### config.mk
export PLATFORM = sky130hd
export DESIGN_NAME = scs_clock_select
export DESIGN_NICKNAME = d
export VERILOG_FILES = /design/src/inc/scs_pkg.sv /design/src/logic/scs_clock_select.sv
export SDC_FILE = /design/constraint.sdc
export NUM_CORES = 1
export LEC_CHECK = 0
export ABC_CLOCK_PERIOD_IN_PS = 2600
export BUFFER_PORTS_ARGS = -buffer_cell sky130_fd_sc_hd__buf_2
export CELL_PAD_IN_SITES_DETAIL_PLACEMENT = 1
export CELL_PAD_IN_SITES_GLOBAL_PLACEMENT = 2
export CORE_MARGIN = 4
export CORE_UTILIZATION = 29
export DETAILED_ROUTE_END_ITERATION = 16
export PLACE_DENSITY_LB_ADDON = 0.1
export RECOVER_POWER = 25
export SLEW_MARGIN = 30
export SYNTH_ARGS = -nofsm -noshare
export SYNTH_HDL_FRONTEND = slang
export SYNTH_SLANG_ARGS = --single-unit
### constraint.sdc
create_clock -name mclk -period 2.6 [get_ports mclk]
set_clock_uncertainty 0.1 [all_clocks]
set_input_delay 0 -clock mclk [delete_from_list [all_inputs] [get_ports mclk]]
set_output_delay 0 -clock mclk [all_outputs]
set_load 0.05 [all_outputs]
### src/inc/scs_pkg.sv
// constants and types for the system clock source selector
// assumes a 20 MHz mclk and a separate free running watchdog oscillator
package scs_pkg;

   // ****************************************
   // clock source select codes
   // ****************************************
   localparam logic [3:0] CSRC_EXT    = 4'h0;
   localparam logic [3:0] CSRC_RC1    = 4'h1;
   localparam logic [3:0] CSRC_RC8    = 4'h4;
   localparam logic       PLLSEL_PLL  = 1'b0;
   localparam logic [1:0] STUP_NONE   = 2'h0;
   localparam logic [1:0] STUP_SHORT  = 2'h1;
   localparam logic [1:0] STUP_LONG   = 2'h2;
   localparam logic [1:0] STUP_RSVD   = 2'h3;

   // ****************************************
   // timing
   // ****************************************
   localparam int MCLK_HZ           = 20000000;
   localparam int STARTUP_SHORT_CK  = 6;
   localparam int STARTUP_PLL_CK    = 1024;
   localparam int STARTUP_PLL16K_CK = 16384;
   localparam int T_DLY_SHORT_US    = 4100;
   localparam int T_DLY_LONG_US     = 65000;
   localparam int WDOG_OSC_KHZ      = 1000;
   localparam int PLL_MHZ           = 64;
   localparam int PLL_DIV           = 4;
   localparam int SYS_PLL_MHZ       = PLL_MHZ / PLL_DIV;
   localparam int CNT_W             = 20;

   // ****************************************
   // register map
   // ****************************************
   localparam logic [11:0] ADDR_TRIM   = 12'h000;
   localparam logic [11:0] ADDR_STATUS = 12'h004;
   localparam logic [7:0]  TRIM_RESET  = 8'h00;
   localparam int ST_SRC      = 0;
   localparam int ST_RATE     = 2;
   localparam int ST_PLLSEL   = 4;
   localparam int ST_STUP     = 5;
   localparam int ST_OSCOPT   = 7;
   localparam int ST_RSVD     = 8;
   localparam int ST_HOLD     = 9;
   localparam int ST_READY    = 10;
   localparam int ST_OPTWARN  = 11;
   localparam int ST_CSRC     = 12;

   // ****************************************
   // types
   // ****************************************
   typedef enum logic [1:0]
   {
      SRC_RC    = 2'b00,
      SRC_EXT   = 2'b01,
      SRC_PLL   = 2'b10,
      SRC_OTHER = 2'b11
   } scs_src_t;

   typedef enum logic [2:0]
   {
      ST_INIT   = 3'b000,
      ST_RSTDLY = 3'b001,
      ST_RUNNING = 3'b010,
      ST_SLEEP  = 3'b011,
      ST_WAKE   = 3'b100
   } scs_state_t;

   typedef struct packed
   {
      logic       pllSystemClockSelect;
      logic [3:0] clockSourceSelect;
      logic [1:0] startupTimeSelect;
      logic       oscillatorOption;
   } scs_fuse_t;

endpackage : scs_pkg

### src/logic/scs_clock_select.sv
// system clock source selector: fuse decode, start-up sequencing, rc trim
// assumes fuses and calibration byte are static, same-domain levels;
// the osc input pin and the watchdog oscillator are asynchronous
//
// Overview of operation
// - source select 0001..0100 selects the rc oscillator at 1, 2, 4 or 8 MHz, 0001 by default.
// - with the rc source power-down start-up is 6 cycles and reset delay is none, 4.1 ms or 65 ms, 11 reserved.
// - every reset copies the 1 MHz calibration byte into the trim register.
// - the trim value sets the rc frequency, 00 lowest and ff highest.
// - the reset delay is timed from the watchdog oscillator even with the rc source.
// - with the rc source the two oscillator pins are released as port b bits 4 and 5.
// - the osc input pin clocks the system only with source select 0000 and pll select 1.
// - with the external clock start-up is 6 cycles and reset delay is none, 4.1 ms or 65 ms, 11 reserved.
// - pll select 0 runs the system from the 64 MHz pll divided by four, 16 MHz.
// - the pll output also serves the fast timer clock whatever the system source.
// - with the pll start-up is 1K cycles with none, 4.1 ms, 65 ms delay, or 16K cycles for 11.
`timescale 1ns/1ps
module scs_clock_select
#(
   parameter int STARTUP_LONG_CK = scs_pkg::STARTUP_PLL16K_CK,
   parameter int DLY_SHORT_TICKS = scs_pkg::T_DLY_SHORT_US * scs_pkg::WDOG_OSC_KHZ / 1000,
   parameter int DLY_LONG_TICKS  = scs_pkg::T_DLY_LONG_US * scs_pkg::WDOG_OSC_KHZ / 1000
)
(
   // clock and reset
   input  wire logic              mclk,
   input  wire logic              rst_n,
   // apb slave
   input  wire logic              psel,
   input  wire logic              penable,
   input  wire logic              pwrite,
   input  wire logic [11:0]       paddr,
   input  wire logic [31:0]       pwdata,
   output logic [31:0]            prdata,
   output logic                   pready,
   output logic                   pslverr,
   // nonvolatile configuration
   input  wire scs_pkg::scs_fuse_t fuseIn,
   input  wire logic [7:0]        calibByte,
   // oscillator and power
   input  wire logic              oscInputPin,
   input  wire logic              wdogOscClk,
   input  wire logic              sleepReq,
   input  wire logic              fastClkReq,
   // clock control outputs
   output scs_pkg::scs_src_t      clkSource,
   output logic [1:0]             rcRate,
   output logic [7:0]             trimValue,
   output logic                   oscPinsAsPort,
   output logic                   pllEnable,
   output logic                   pllSysClk,
   output logic                   extClkTick,
   output logic                   coreResetHold,
   output logic                   clkReady
);
   import scs_pkg::*;

   // ****************************************
   // decode helpers
   // ****************************************
   function automatic scs_src_t srcOf(input scs_fuse_t f);
      scs_src_t s;
      s = SRC_OTHER;
      if (f.pllSystemClockSelect == PLLSEL_PLL)
         s = SRC_PLL;
      else if (f.clockSourceSelect == CSRC_EXT)
         s = SRC_EXT;
      else if (f.clockSourceSelect >= CSRC_RC1 && f.clockSourceSelect <= CSRC_RC8)
         s = SRC_RC;
      return s;
   endfunction : srcOf

   function automatic logic [CNT_W-1:0] delayOf(input scs_src_t s, input logic [1:0] stup);
      logic [CNT_W-1:0] d;
      d = '0;
      if (s != SRC_OTHER)
      begin
         // 11 gives no delay for every source; reserved for rc and external
         if (stup == STUP_SHORT)
            d = CNT_W'(DLY_SHORT_TICKS);
         else if (stup == STUP_LONG)
            d = CNT_W'(DLY_LONG_TICKS);
      end
      return d;
   endfunction : delayOf

   function automatic logic [CNT_W-1:0] startupOf(input scs_src_t s, input logic [1:0] stup);
      logic [CNT_W-1:0] c;
      c = CNT_W'(STARTUP_SHORT_CK);
      if (s == SRC_PLL)
      begin
         if (stup == STUP_RSVD)
            c = CNT_W'(STARTUP_LONG_CK);
         else
            c = CNT_W'(STARTUP_PLL_CK);
      end
      return c;
   endfunction : startupOf

   // ****************************************
   // synchronisers
   // ****************************************
   logic extSync1;
   logic extSync2;
   logic extPrev;
   logic wdSync1;
   logic wdSync2;
   logic wdPrev;
   logic wdEdge;

   always_ff @(posedge mclk or negedge rst_n)
   begin
      if (!rst_n)
      begin
         extSync1 <= 1'b0;
         extSync2 <= 1'b0;
         extPrev  <= 1'b0;
         wdSync1  <= 1'b0;
         wdSync2  <= 1'b0;
         wdPrev   <= 1'b0;
      end
      else
      begin
         extSync1 <= oscInputPin;
         extSync2 <= extSync1;
         extPrev  <= extSync2;
         wdSync1  <= wdogOscClk;
         wdSync2  <= wdSync1;
         wdPrev   <= wdSync2;
      end
   end

   // the watchdog oscillator runs free with no idle level, so the first
   // counted edge after release may come up to one tick early
   assign wdEdge = wdSync2 & ~wdPrev;

   // ****************************************
   // configuration capture
   // ****************************************
   scs_state_t state;
   scs_fuse_t  cfg;

   // caught once after release, so the source never switches in operation
   always_ff @(posedge mclk or negedge rst_n)
   begin
      if (!rst_n)
      begin
         cfg       <= '0;
         clkSource <= SRC_RC;
      end
      else if (state == ST_INIT)
      begin
         cfg       <= fuseIn;
         clkSource <= srcOf(fuseIn);
      end
   end

   assign rcRate        = 2'(cfg.clockSourceSelect - CSRC_RC1);
   assign oscPinsAsPort = (clkSource == SRC_RC);
   assign pllSysClk     = (clkSource == SRC_PLL);
   // pll stays usable by the fast timer regardless of system source
   assign pllEnable     = pllSysClk | fastClkReq;

   always_ff @(posedge mclk or negedge rst_n)
   begin
      if (!rst_n)
         extClkTick <= 1'b0;
      else
         extClkTick <= (clkSource == SRC_EXT) && (state != ST_INIT) && extSync2 && !extPrev;
   end

   // ****************************************
   // start-up sequencer
   // ****************************************
   logic [CNT_W-1:0] cnt;

   always_ff @(posedge mclk or negedge rst_n)
   begin
      if (!rst_n)
      begin
         state <= ST_INIT;
         cnt   <= '0;
      end
      else
      begin
         case (state)
            ST_INIT:
            begin
               cnt <= delayOf(srcOf(fuseIn), fuseIn.startupTimeSelect);
               if (delayOf(srcOf(fuseIn), fuseIn.startupTimeSelect) == '0)
                  state <= ST_RUNNING;
               else
                  state <= ST_RSTDLY;
            end
            ST_RSTDLY:
            begin
               // timed from the watchdog oscillator, not the system clock
               if (wdEdge)
               begin
                  cnt <= cnt - 1'b1;
                  if (cnt == CNT_W'(1))
                     state <= ST_RUNNING;
               end
            end
            ST_RUNNING:
            begin
               if (sleepReq)
                  state <= ST_SLEEP;
            end
            ST_SLEEP:
            begin
               cnt <= startupOf(clkSource, cfg.startupTimeSelect);
               if (!sleepReq)
                  state <= ST_WAKE;
            end
            ST_WAKE:
            begin
               // mclk stands in for the source's own cycles
               cnt <= cnt - 1'b1;
               if (cnt == CNT_W'(1))
                  state <= ST_RUNNING;
            end
            default:
               state <= ST_INIT;
         endcase
      end
   end

   assign coreResetHold = (state == ST_INIT) || (state == ST_RSTDLY);
   assign clkReady      = (state == ST_RUNNING);

   // ****************************************
   // trim register
   // ****************************************
   logic apbWrite;
   logic apbSetup;
   logic mapped;

   assign apbSetup = psel & ~penable;
   assign apbWrite = psel & penable & pwrite;
   assign mapped   = (paddr == ADDR_TRIM) || (paddr == ADDR_STATUS);

   // the oscillator follows this byte directly: 00 slowest, ff fastest
   always_ff @(posedge mclk or negedge rst_n)
   begin
      if (!rst_n)
         trimValue <= TRIM_RESET;
      else if (state == ST_INIT)
         trimValue <= calibByte;
      else if (apbWrite && paddr == ADDR_TRIM)
         trimValue <= pwdata[7:0];
   end

   // ****************************************
   // apb read path
   // ****************************************
   logic [31:0] statusWord;

   always_comb
   begin
      statusWord                       = '0;
      statusWord[ST_SRC +: 2]          = clkSource;
      statusWord[ST_RATE +: 2]         = rcRate;
      statusWord[ST_PLLSEL]            = cfg.pllSystemClockSelect;
      statusWord[ST_STUP +: 2]         = cfg.startupTimeSelect;
      statusWord[ST_OSCOPT]            = cfg.oscillatorOption;
      statusWord[ST_RSVD]              = (clkSource != SRC_PLL) && (cfg.startupTimeSelect == STUP_RSVD);
      statusWord[ST_HOLD]              = coreResetHold;
      statusWord[ST_READY]             = clkReady;
      // oscillator option programmed while on rc is a configuration slip
      statusWord[ST_OPTWARN]           = oscPinsAsPort && !cfg.oscillatorOption;
      statusWord[ST_CSRC +: 4]         = cfg.clockSourceSelect;
   end

   // read data set up in the setup cycle, so no wait states are needed
   always_ff @(posedge mclk or negedge rst_n)
   begin
      if (!rst_n)
         prdata <= '0;
      else if (apbSetup && !pwrite)
      begin
         if (paddr == ADDR_TRIM)
            prdata <= {24'h000000, trimValue};
         else if (paddr == ADDR_STATUS)
            prdata <= statusWord;
         else
            prdata <= '0;
      end
   end

   // zero wait states: every access completes at its first access edge
   assign pready  = 1'b1;
   assign pslverr = psel & penable & ~mapped;

endmodule : scs_clock_select

==> flow_summary.json, run 1 <==
{
  "timing.rr.start": "cnt[10]",
  "wirelength_mm": 9.77,
  "htreeDepth": 3,
  "clk_pin_slew_ns": 0.05,
  "critPathLaunchType": "flop",
  "cts_tree": "done",
  "start_util_pct": 30.2,
  "grt_pass1_wl_mm": 15.8,
  "first_pass_iters": 4,
  "fin_crit_sh_pct": 86.2,
  "holdWs_ns": 0.0415,
  "clock-sinks": 64,
  "gp_congestion": 0.732,
  "hold_violations": 0,
  "timing.fmax_mhz": 446,
  "syn_area_sq_um": 3340,
  "holdCritStartpoint": "paddr[10]",
  "ant_nets": 0,
  "p_per_area_nw_per_um2": 1220,
  "fin_crit_ns": 2.24,
  "root_buffer": "clkbuf_16",
  "maxCapViolCount": 1,
  "endpoint_kind": "flop",
  "rsz0062_at_grt": "false",
  "finalNetCount": 534,
  "dp_hpwl_mm": 7.08,
  "worstMarginPinSlew_ns": 1.76,
  "num_rows": 38,
  "final_common_cell": "buf_2",
  "post_drt_wl_per_cell_microns": 16.2,
  "via_per_inst": 4.91,
  "die_width_microns": 115,
  "fillers": 1296,
  "ir_worst_vdd_v": 0.000618,
  "layout-drive-gt1-share_pct": 24.1,
  "grt_start_max_net_pins": 36,
  "synthCells": 346,
  "antenna_found_initial": 0,
  "max-slew-margin-rel_pct": -17.3,
  "r2r_cells": 5,
  "post-place-cells": 560,
  "synth.largest_area_cell": "dfrtp_1",
  "crit_type": "reg2reg",
  "drt-initial-drc-count": 103,
  "final_cell_mix": "buf_2, dfrtp_1, o21ai_0, nand2_1, dlygate4sd3_1",
  "violations": "max-capacitance violations, max-slew violations",
  "postSynthAreaPerCell_sq_um": 9.67,
  "yosys_warnings": 0,
  "ff_latch_area_sq_um": 1600,
  "io_buffers": 79,
  "setup-violations-final": 0,
  "hold_class": "in2reg",
  "synth_top_area_share_pct": 47.9,
  "cts_buffers": 9,
  "ys_seq_area_share_pct": 47.9,
  "critPathArrivalTime_ns": 2.35,
  "p_total_mw": 5.43,
  "drc": 0,
  "cp_max_fo": 5,
  "synthTopCellsByArea": "dfrtp_1, o21ai_0, mux2i_1",
  "grt-ovfl-total": 0,
  "grt_use_total_pct": 15.4,
  "core-area_sq_um": 11100,
  "synth_seq_cells": 64,
  "multi_input_area_sq_um": 1590,
  "routed-via-count": 2963,
  "holdPathEnd": "prdata[3]",
  "finalMaxSlewViolations": 30,
  "grt_pass1_vias": 2948,
  "worstPathRequired_ns": 2.71,
  "rrSetupSlack_ns": 0.36,
  "fin_cells": 604,
  "status": "finished with violations",
  "r2r-end": "state[0]",
  "ys.flop_type": "dfrtp_1",
  "leakagePower_nw": 2.09,
  "synthArstFlopShare_pct": 100,
  "synth_edf_count": 0,
  "io_pins": 121,
  "die-area_sq_um": 13300,
  "worstHoldPathCells": 5,
  "antenna_cells": 0,
  "ys_types": 50,
  "clk_latency_ns": 0.33,
  "die_h_microns": 115,
  "fin_setup_tns_ns": 0,
  "clk_path_buf_depth": 2,
  "synthToLayoutAreaGrowth_pct": 32.7
}
==> per-stage QoR <==
| step | area [sq um] | setup slack [ns] | util [%] |
|---|---|---|---|
| final | 4440 | 0.359 | 40.1 |
| after global routing | 4440 | 0.241 | 40.1 |
| after CTS | 4450 | 0.351 | 40.1 |
| after detailed placement | 3880 | 0.371 | 35.1 |
| after global placement | 3880 | 0.365 | 35.1 |
| after floorplan | 3400 | 0.269 | - |
==> cells by family after synthesis <==
logic type / after synthesis / share of synthesized area (%)
simple gates: 111 / 16.8
compound gates: 91 / 16.7
buf+inv: 39 / 6.40
flops: 64 / 47.9
fa+ha+maj: 4 / 1.50
mux: 26 / 8.08
other cells: 2 / 0.225
xor+xnor: 9 / 2.36
==> worst max-delay path: stages, from the launching register on <==
cell     delay, ns
dfrtp_1       0.40
or3_1         0.39
or4_4         0.47
nor3b_2       0.20
a31oi_1       0.19
a221o_1       0.38
==> cell usage after synthesis, drive strengths merged (3+ instances only) <==
cell,count
dfrtp,64
o21ai,42
nand2,33
nor2,24
buf,20
mux2i,18
a21oi,17
nor3,11
clkbuf,10
a22o,9
inv,9
mux2,8
nor4,8
xnor2,7
nor2b,6
and2,5
nand2b,5
or3,5
ha,4
nand3,4
o21a,4
a31oi,3
o2bb2ai,3
or4,3
==> sequential cells by signal, indices dropped and copies added, names as in the netlist <==
register and count:
cnt 20, prdata 16, cfg 8, trimValue 8, state 3, clkSource 2, extClkTick 1, extPrev 1
extSync1 1, extSync2 1, wdPrev 1, wdSync1 1, wdSync2 1
==> where the power goes <==
group	internal, mW	leakage, nW	total, mW	switching (mW)
Combinational	1.00	1.13	2.77	1.77
Clock	0.654	0.130	1.08	0.424
Sequential	1.28	0.828	1.58	0.298
==> metal layers <==
layer,share of wire (%),global-route usage (%),wire length (microns)
met2,45,23.3,4430
met1,48,21.7,4650
met4,0.97,3.99,95
met5,0,0,0
met3,6.1,4.37,592
==> worst max-delay path by stage <==
stage	start	to	slack, ns	cells after the start
2_1_floorplan	clkSource[1]	cnt[10]	0.27	5
3_3_place_gp	cnt[10]	state[0]	0.37	5
3_5_place_dp	cnt[10]	state[0]	0.37	5
4_1_cts	cnt[10]	state[0]	0.35	5
5_1_grt	state[0]	trimValue[3]	0.24	5
6_report	cnt[10]	state[0]	0.36	5
==> layout make-up <==
class / count / share of cell area, %
sequential: 64 / 36.1
timing repair buffer: 119 / 17.5
clock buffer: 10 / 5.38
multi-input combinational: 258 / 35.8
tap: 140 / 3.95
inverter: 9 / 0.761
clock inverter: 4 / 0.507
==> what timing repair did <==
item                      4_1_cts  5_1_grt
resized for setup               0        0
hold endpoints to repair       53        0
setup buffers                   0        0
hold buffers                   30        0
(Power assumes the default switching activity.)
==> run 2: changes to the inputs <==
Settings changed: RECOVER_POWER 25 to default.
==> flow_summary.json, run 2 (synthesis results as in run 1) <==
{
  "endpoint_kind": "flop",
  "die_h_microns": 115,
  "hold_class": "in2reg",
  "post_cts_resized": 0,
  "status": "finished clean",
  "cts_buffers": 9,
  "fillers": 1298,
  "routed-via-count": 2968,
  "leakagePower_nw": 2.11,
  "first_pass_iters": 4,
  "worstMarginPinSlew_ns": 0.728,
  "root_buffer": "clkbuf_16",
  "fin_crit_ns": 2.24,
  "final_common_cell": "buf_2",
  "die_width_microns": 115,
  "hold_violations": 0,
  "worstHoldPathCells": 5,
  "crit_type": "reg2reg",
  "top_register": "cnt",
  "io_pins": 121,
  "drt-initial-drc-count": 110,
  "grt-ovfl-total": 0,
  "grt_pass1_wl_mm": 15.8,
  "cts_tree": "done",
  "start_util_pct": 30.2,
  "gp_congestion": 0.732,
  "clk_path_buf_depth": 2,
  "switching_power_mw": 2.49,
  "maxCapViolCount": 0,
  "fin_crit_sh_pct": 86.2,
  "timing.fmax_mhz": 446,
  "clock-sinks": 64,
  "antenna_cells": 0,
  "layout-drive-gt1-share_pct": 25.4,
  "worstPathRequired_ns": 2.71,
  "final_cell_mix": "buf_2, dfrtp_1, o21ai_0, nand2_1, dlygate4sd3_1",
  "wirelength_mm": 9.77,
  "combPwrFrac_pct": 51.1,
  "r2r_cells": 5,
  "critPathLaunchType": "flop",
  "cp_max_fo": 5,
  "top_regs": "cnt: 20 flops, prdata: 16 flops",
  "seq_power_share_pct": 29.1,
  "htreeDepth": 3,
  "max-slew-margin-rel_pct": 51.5,
  "grt_pass1_vias": 2948,
  "dp_hpwl_mm": 7.08,
  "synthToLayoutAreaGrowth_pct": 32.9,
  "drc": 0,
  "fin_setup_tns_ns": 0,
  "postCtsSetupBuffers": 0,
  "holdPathEnd": "prdata[3]",
  "rrSetupSlack_ns": 0.36,
  "rsz0062_at_grt": "false",
  "clk_latency_ns": 0.33,
  "post_drt_wl_per_cell_microns": 16.2,
  "p_per_area_nw_per_um2": 1220,
  "die-area_sq_um": 13300,
  "holdCritStartpoint": "paddr[10]",
  "grt_use_total_pct": 15.4,
  "holdWs_ns": 0.0417,
  "via_per_inst": 4.91,
  "antenna_found_initial": 0,
  "ant_nets": 0,
  "setup-violations-final": 0,
  "io_buffers": 79,
  "clk_pin_slew_ns": 0.05,
  "core-area_sq_um": 11100,
  "finalNetCount": 534,
  "r2r-end": "state[0]",
  "critPathArrivalTime_ns": 2.35,
  "p_int_mw": 2.94,
  "largest_register_ffs": 20,
  "power_frac_clock_pct": 19.8,
  "ir_worst_vdd_v": 0.000619,
  "timing.rr.start": "cnt[10]",
  "grt_start_max_net_pins": 36,
  "finalMaxSlewViolations": 0,
  "p_sw_share_pct": 45.9,
  "num_rows": 38
}
run 2: worst max-delay path, cell delays in order, from the launching register on:
cell,delay [ns]
dfrtp_1,0.40
or3_1,0.39
or4_4,0.47
nor3b_2,0.20
a31oi_1,0.19
a221o_1,0.38
run 2: timing repair:
item                                    CTS  global route
endpoints found under the hold margin    53             0
endpoints found under the setup margin    0             0
hold buffers                             30             0
run 2: cell type report:
type | instances | area [sq um] | share of cell area, %
Sequential cell | 64 | 1600 | 36.0
Multi-Input combinational cell | 258 | 1590 | 35.8
Timing Repair Buffer | 119 | 783 | 17.6
Clock buffer | 10 | 239 | 5.38
Tap cell | 140 | 175 | 3.94
Inverter | 9 | 33.8 | 0.760
Clock inverter | 4 | 22.5 | 0.507
run 2: how the worst max path moves through the flow:
stage,start,to,cells after the start
floorplan,clkSource[1],cnt[10],5
global placement,cnt[10],state[0],5
detailed placement,cnt[10],state[0],5
CTS,cnt[10],state[0],5
global route,state[0],trimValue[3],5
finish,cnt[10],state[0],5
run 2: through the flow:
step	cells	setup WS (ns)	utilization, %	power [mW]	cell area, sq um
floorplan	361	0.269	-	3.51	3400
CTS	604	0.351	40.1	5.51	4450
finish	604	0.360	40.1	5.43	4450
global placement	560	0.365	35.1	4.29	3880
detailed placement	560	0.371	35.1	4.31	3880
global route	604	0.241	40.1	5.87	4450
run 2: power by group through the flow:
stage	sequential (mW)	combinational [mW]	clock, mW
2_1_floorplan	1.73	1.79	0
3_3_place_gp	1.60	2.70	0
3_5_place_dp	1.60	2.71	0
4_1_cts	1.59	2.81	1.11
5_1_grt	1.63	3.07	1.17
6_report	1.58	2.77	1.08
run 2: metal layers:
layer,global-route usage [%],vias to the layer above,routed length [microns]
met4,3.99,0,95
met2,23.3,72,4450
met3,4.37,7,584
met1,21.7,1462,4640
li1,-,1427,-
met5,0,-,0
==> run 3: changes to the inputs <==
Settings changed: ABC_CLOCK_PERIOD_IN_PS 2600 to 2300.
Clock period 2.6 ns to 2.3 ns, I/O delays scaled along.
==> flow_summary.json, run 3 (synthesis results as in run 1) <==
{
  "clk_latency_ns": 0.33,
  "rsz0062_at_grt": "false",
  "fin_setup_tns_ns": 0,
  "clk_path_buf_depth": 2,
  "routed-via-count": 2977,
  "path_cells": "or3_1, or4_4, nor3b_2, a31oi_1, a221o_1",
  "leakagePower_nw": 2.17,
  "fin_crit_sh_pct": 95.9,
  "final_util_pct": 41.2,
  "critPathMaxStageDelay_ns": 0.43,
  "grt_start_max_net_pins": 65,
  "fillers": 1305,
  "final_cell_mix": "buf_2, dfrtp_1, o21ai_0, nand2_1, dlygate4sd3_1",
  "top_regs": "cnt: 20 flops, prdata: 16 flops",
  "die_width_microns": 115,
  "io_buffers": 79,
  "root_buffer": "clkbuf_16",
  "crit_type": "reg2reg",
  "r2r-end": "state[0]",
  "via_per_inst": 4.86,
  "status": "finished clean",
  "clock-sinks": 64,
  "p_per_area_nw_per_um2": 1410,
  "path_delay_family": "simple AND/OR/NAND/NOR gates",
  "grt_use_total_pct": 15.8,
  "holdCritStartpoint": "psel",
  "core-area_sq_um": 11100,
  "finalNetCount": 542,
  "maxCapViolCount": 0,
  "post_drt_wl_per_cell_microns": 16.8,
  "ant_nets": 0,
  "clk_pin_slew_ns": 0.06,
  "ff_latch_area_sq_um": 1600,
  "grt_pass1_wl_mm": 16.5,
  "die_h_microns": 115,
  "num_rows": 38,
  "finalMaxSlewViolations": 0,
  "holdPathEnd": "prdata[3]",
  "grt_pass1_vias": 3114,
  "timing.fmax_mhz": 453,
  "cp_max_fo": 4,
  "top_register": "cnt",
  "ir_worst_vdd_v": 0.000685,
  "grt-ovfl-total": 0,
  "start_util_pct": 30.2,
  "cts_tree": "done",
  "critPathArrivalTime_ns": 2.32,
  "r2r_cells": 5,
  "largest_register_ffs": 20,
  "antenna_found_initial": 0,
  "final_common_cell": "buf_2",
  "fin_crit_ns": 2.21,
  "worstPathRequired_ns": 2.41,
  "gp_congestion": 0.772,
  "io_pins": 121,
  "worstHoldPathCells": 4,
  "timing.rr.start": "cnt[10]",
  "first_pass_iters": 4,
  "critPathLaunchType": "flop",
  "dp_hpwl_mm": 7.29,
  "drc": 0,
  "layout-drive-gt1-share_pct": 27.7,
  "endpoint_kind": "flop",
  "synthToLayoutAreaGrowth_pct": 36.6,
  "setup-violations-final": 0,
  "cts_buffers": 9,
  "hold_violations": 0,
  "worstMarginPinSlew_ns": 0.610,
  "wirelength_mm": 10.3,
  "place_ws_ns": 0.0804,
  "drt-initial-drc-count": 99,
  "cpMaxStageDelayCell": "or4_4",
  "antenna_cells": 0,
  "postCtsSetupBuffers": 0,
  "timing.critical_path.buf_inv": 0,
  "die-area_sq_um": 13300,
  "multi_input_area_sq_um": 1610,
  "hold_class": "in2reg",
  "max-slew-margin-rel_pct": 59.2,
  "htreeDepth": 3,
  "timing.final.ws_setup_ns": 0.0947,
  "rrSetupSlack_ns": 0.09
}
[run 3: tightest hold or removal path, delay by kind of cell]
kind | cells | cell delay, ns
AND/OR/NAND/NOR | 3 | 0.30
buffers and inverters | 1 | 0.10
[run 3: cell type report]
class / count / area share [%]
clock inverter: 2 / 0.274
multi-input combinational: 258 / 35.2
sequential: 64 / 35.1
tap: 140 / 3.84
inverter: 9 / 0.740
clock buffer: 13 / 6.14
timing repair buffer: 127 / 18.8
[run 3: worst max path at each step]
stage / end / startpoint / cells past startpoint
CTS: trimValue[2] / state[0] / 6
finish: state[0] / cnt[10] / 5
floorplan: state[0] / cnt[10] / 5
global route: cnt[19] / cnt[10] / 6
detailed placement: cnt[19] / cnt[10] / 6
global placement: state[0] / cnt[10] / 5
[run 3: report_power, final]
group	internal (mW)	switching (mW)
Clock	0.840	0.497
Sequential	1.45	0.317
Combinational	1.24	2.11
[run 3: per-stage QoR]
stage / total power, mW / area (sq um) / std cells / hold slack [ns]
3_5_place_dp: 5.07 / 3970 / 569 / -0.0469
5_1_grt: 6.94 / 4570 / 613 / 0.0557
6_report: 6.45 / 4570 / 613 / 0.0155
3_3_place_gp: 5.02 / 3970 / 569 / -0.0502
2_1_floorplan: 3.98 / 3400 / 361 / -0.396
4_1_cts: 6.49 / 4550 / 613 / 0.0167
[run 3: per-layer routing]
layer / up-vias / part of all wire [%] / global-route usage, %
met4: 0 / 0.91 / 4.46
met5: - / 0 / 0
li1: 1447 / - / -
met3: 8 / 4.3 / 2.84
met2: 67 / 46 / 25.0
met1: 1455 / 48 / 22.2
[run 3: repair_timing]
item,in CTS,in global routing
setup endpoints to repair,0,3
hold endpoints to repair,86,0
hold buffers,29,0
gates resized for setup,0,4
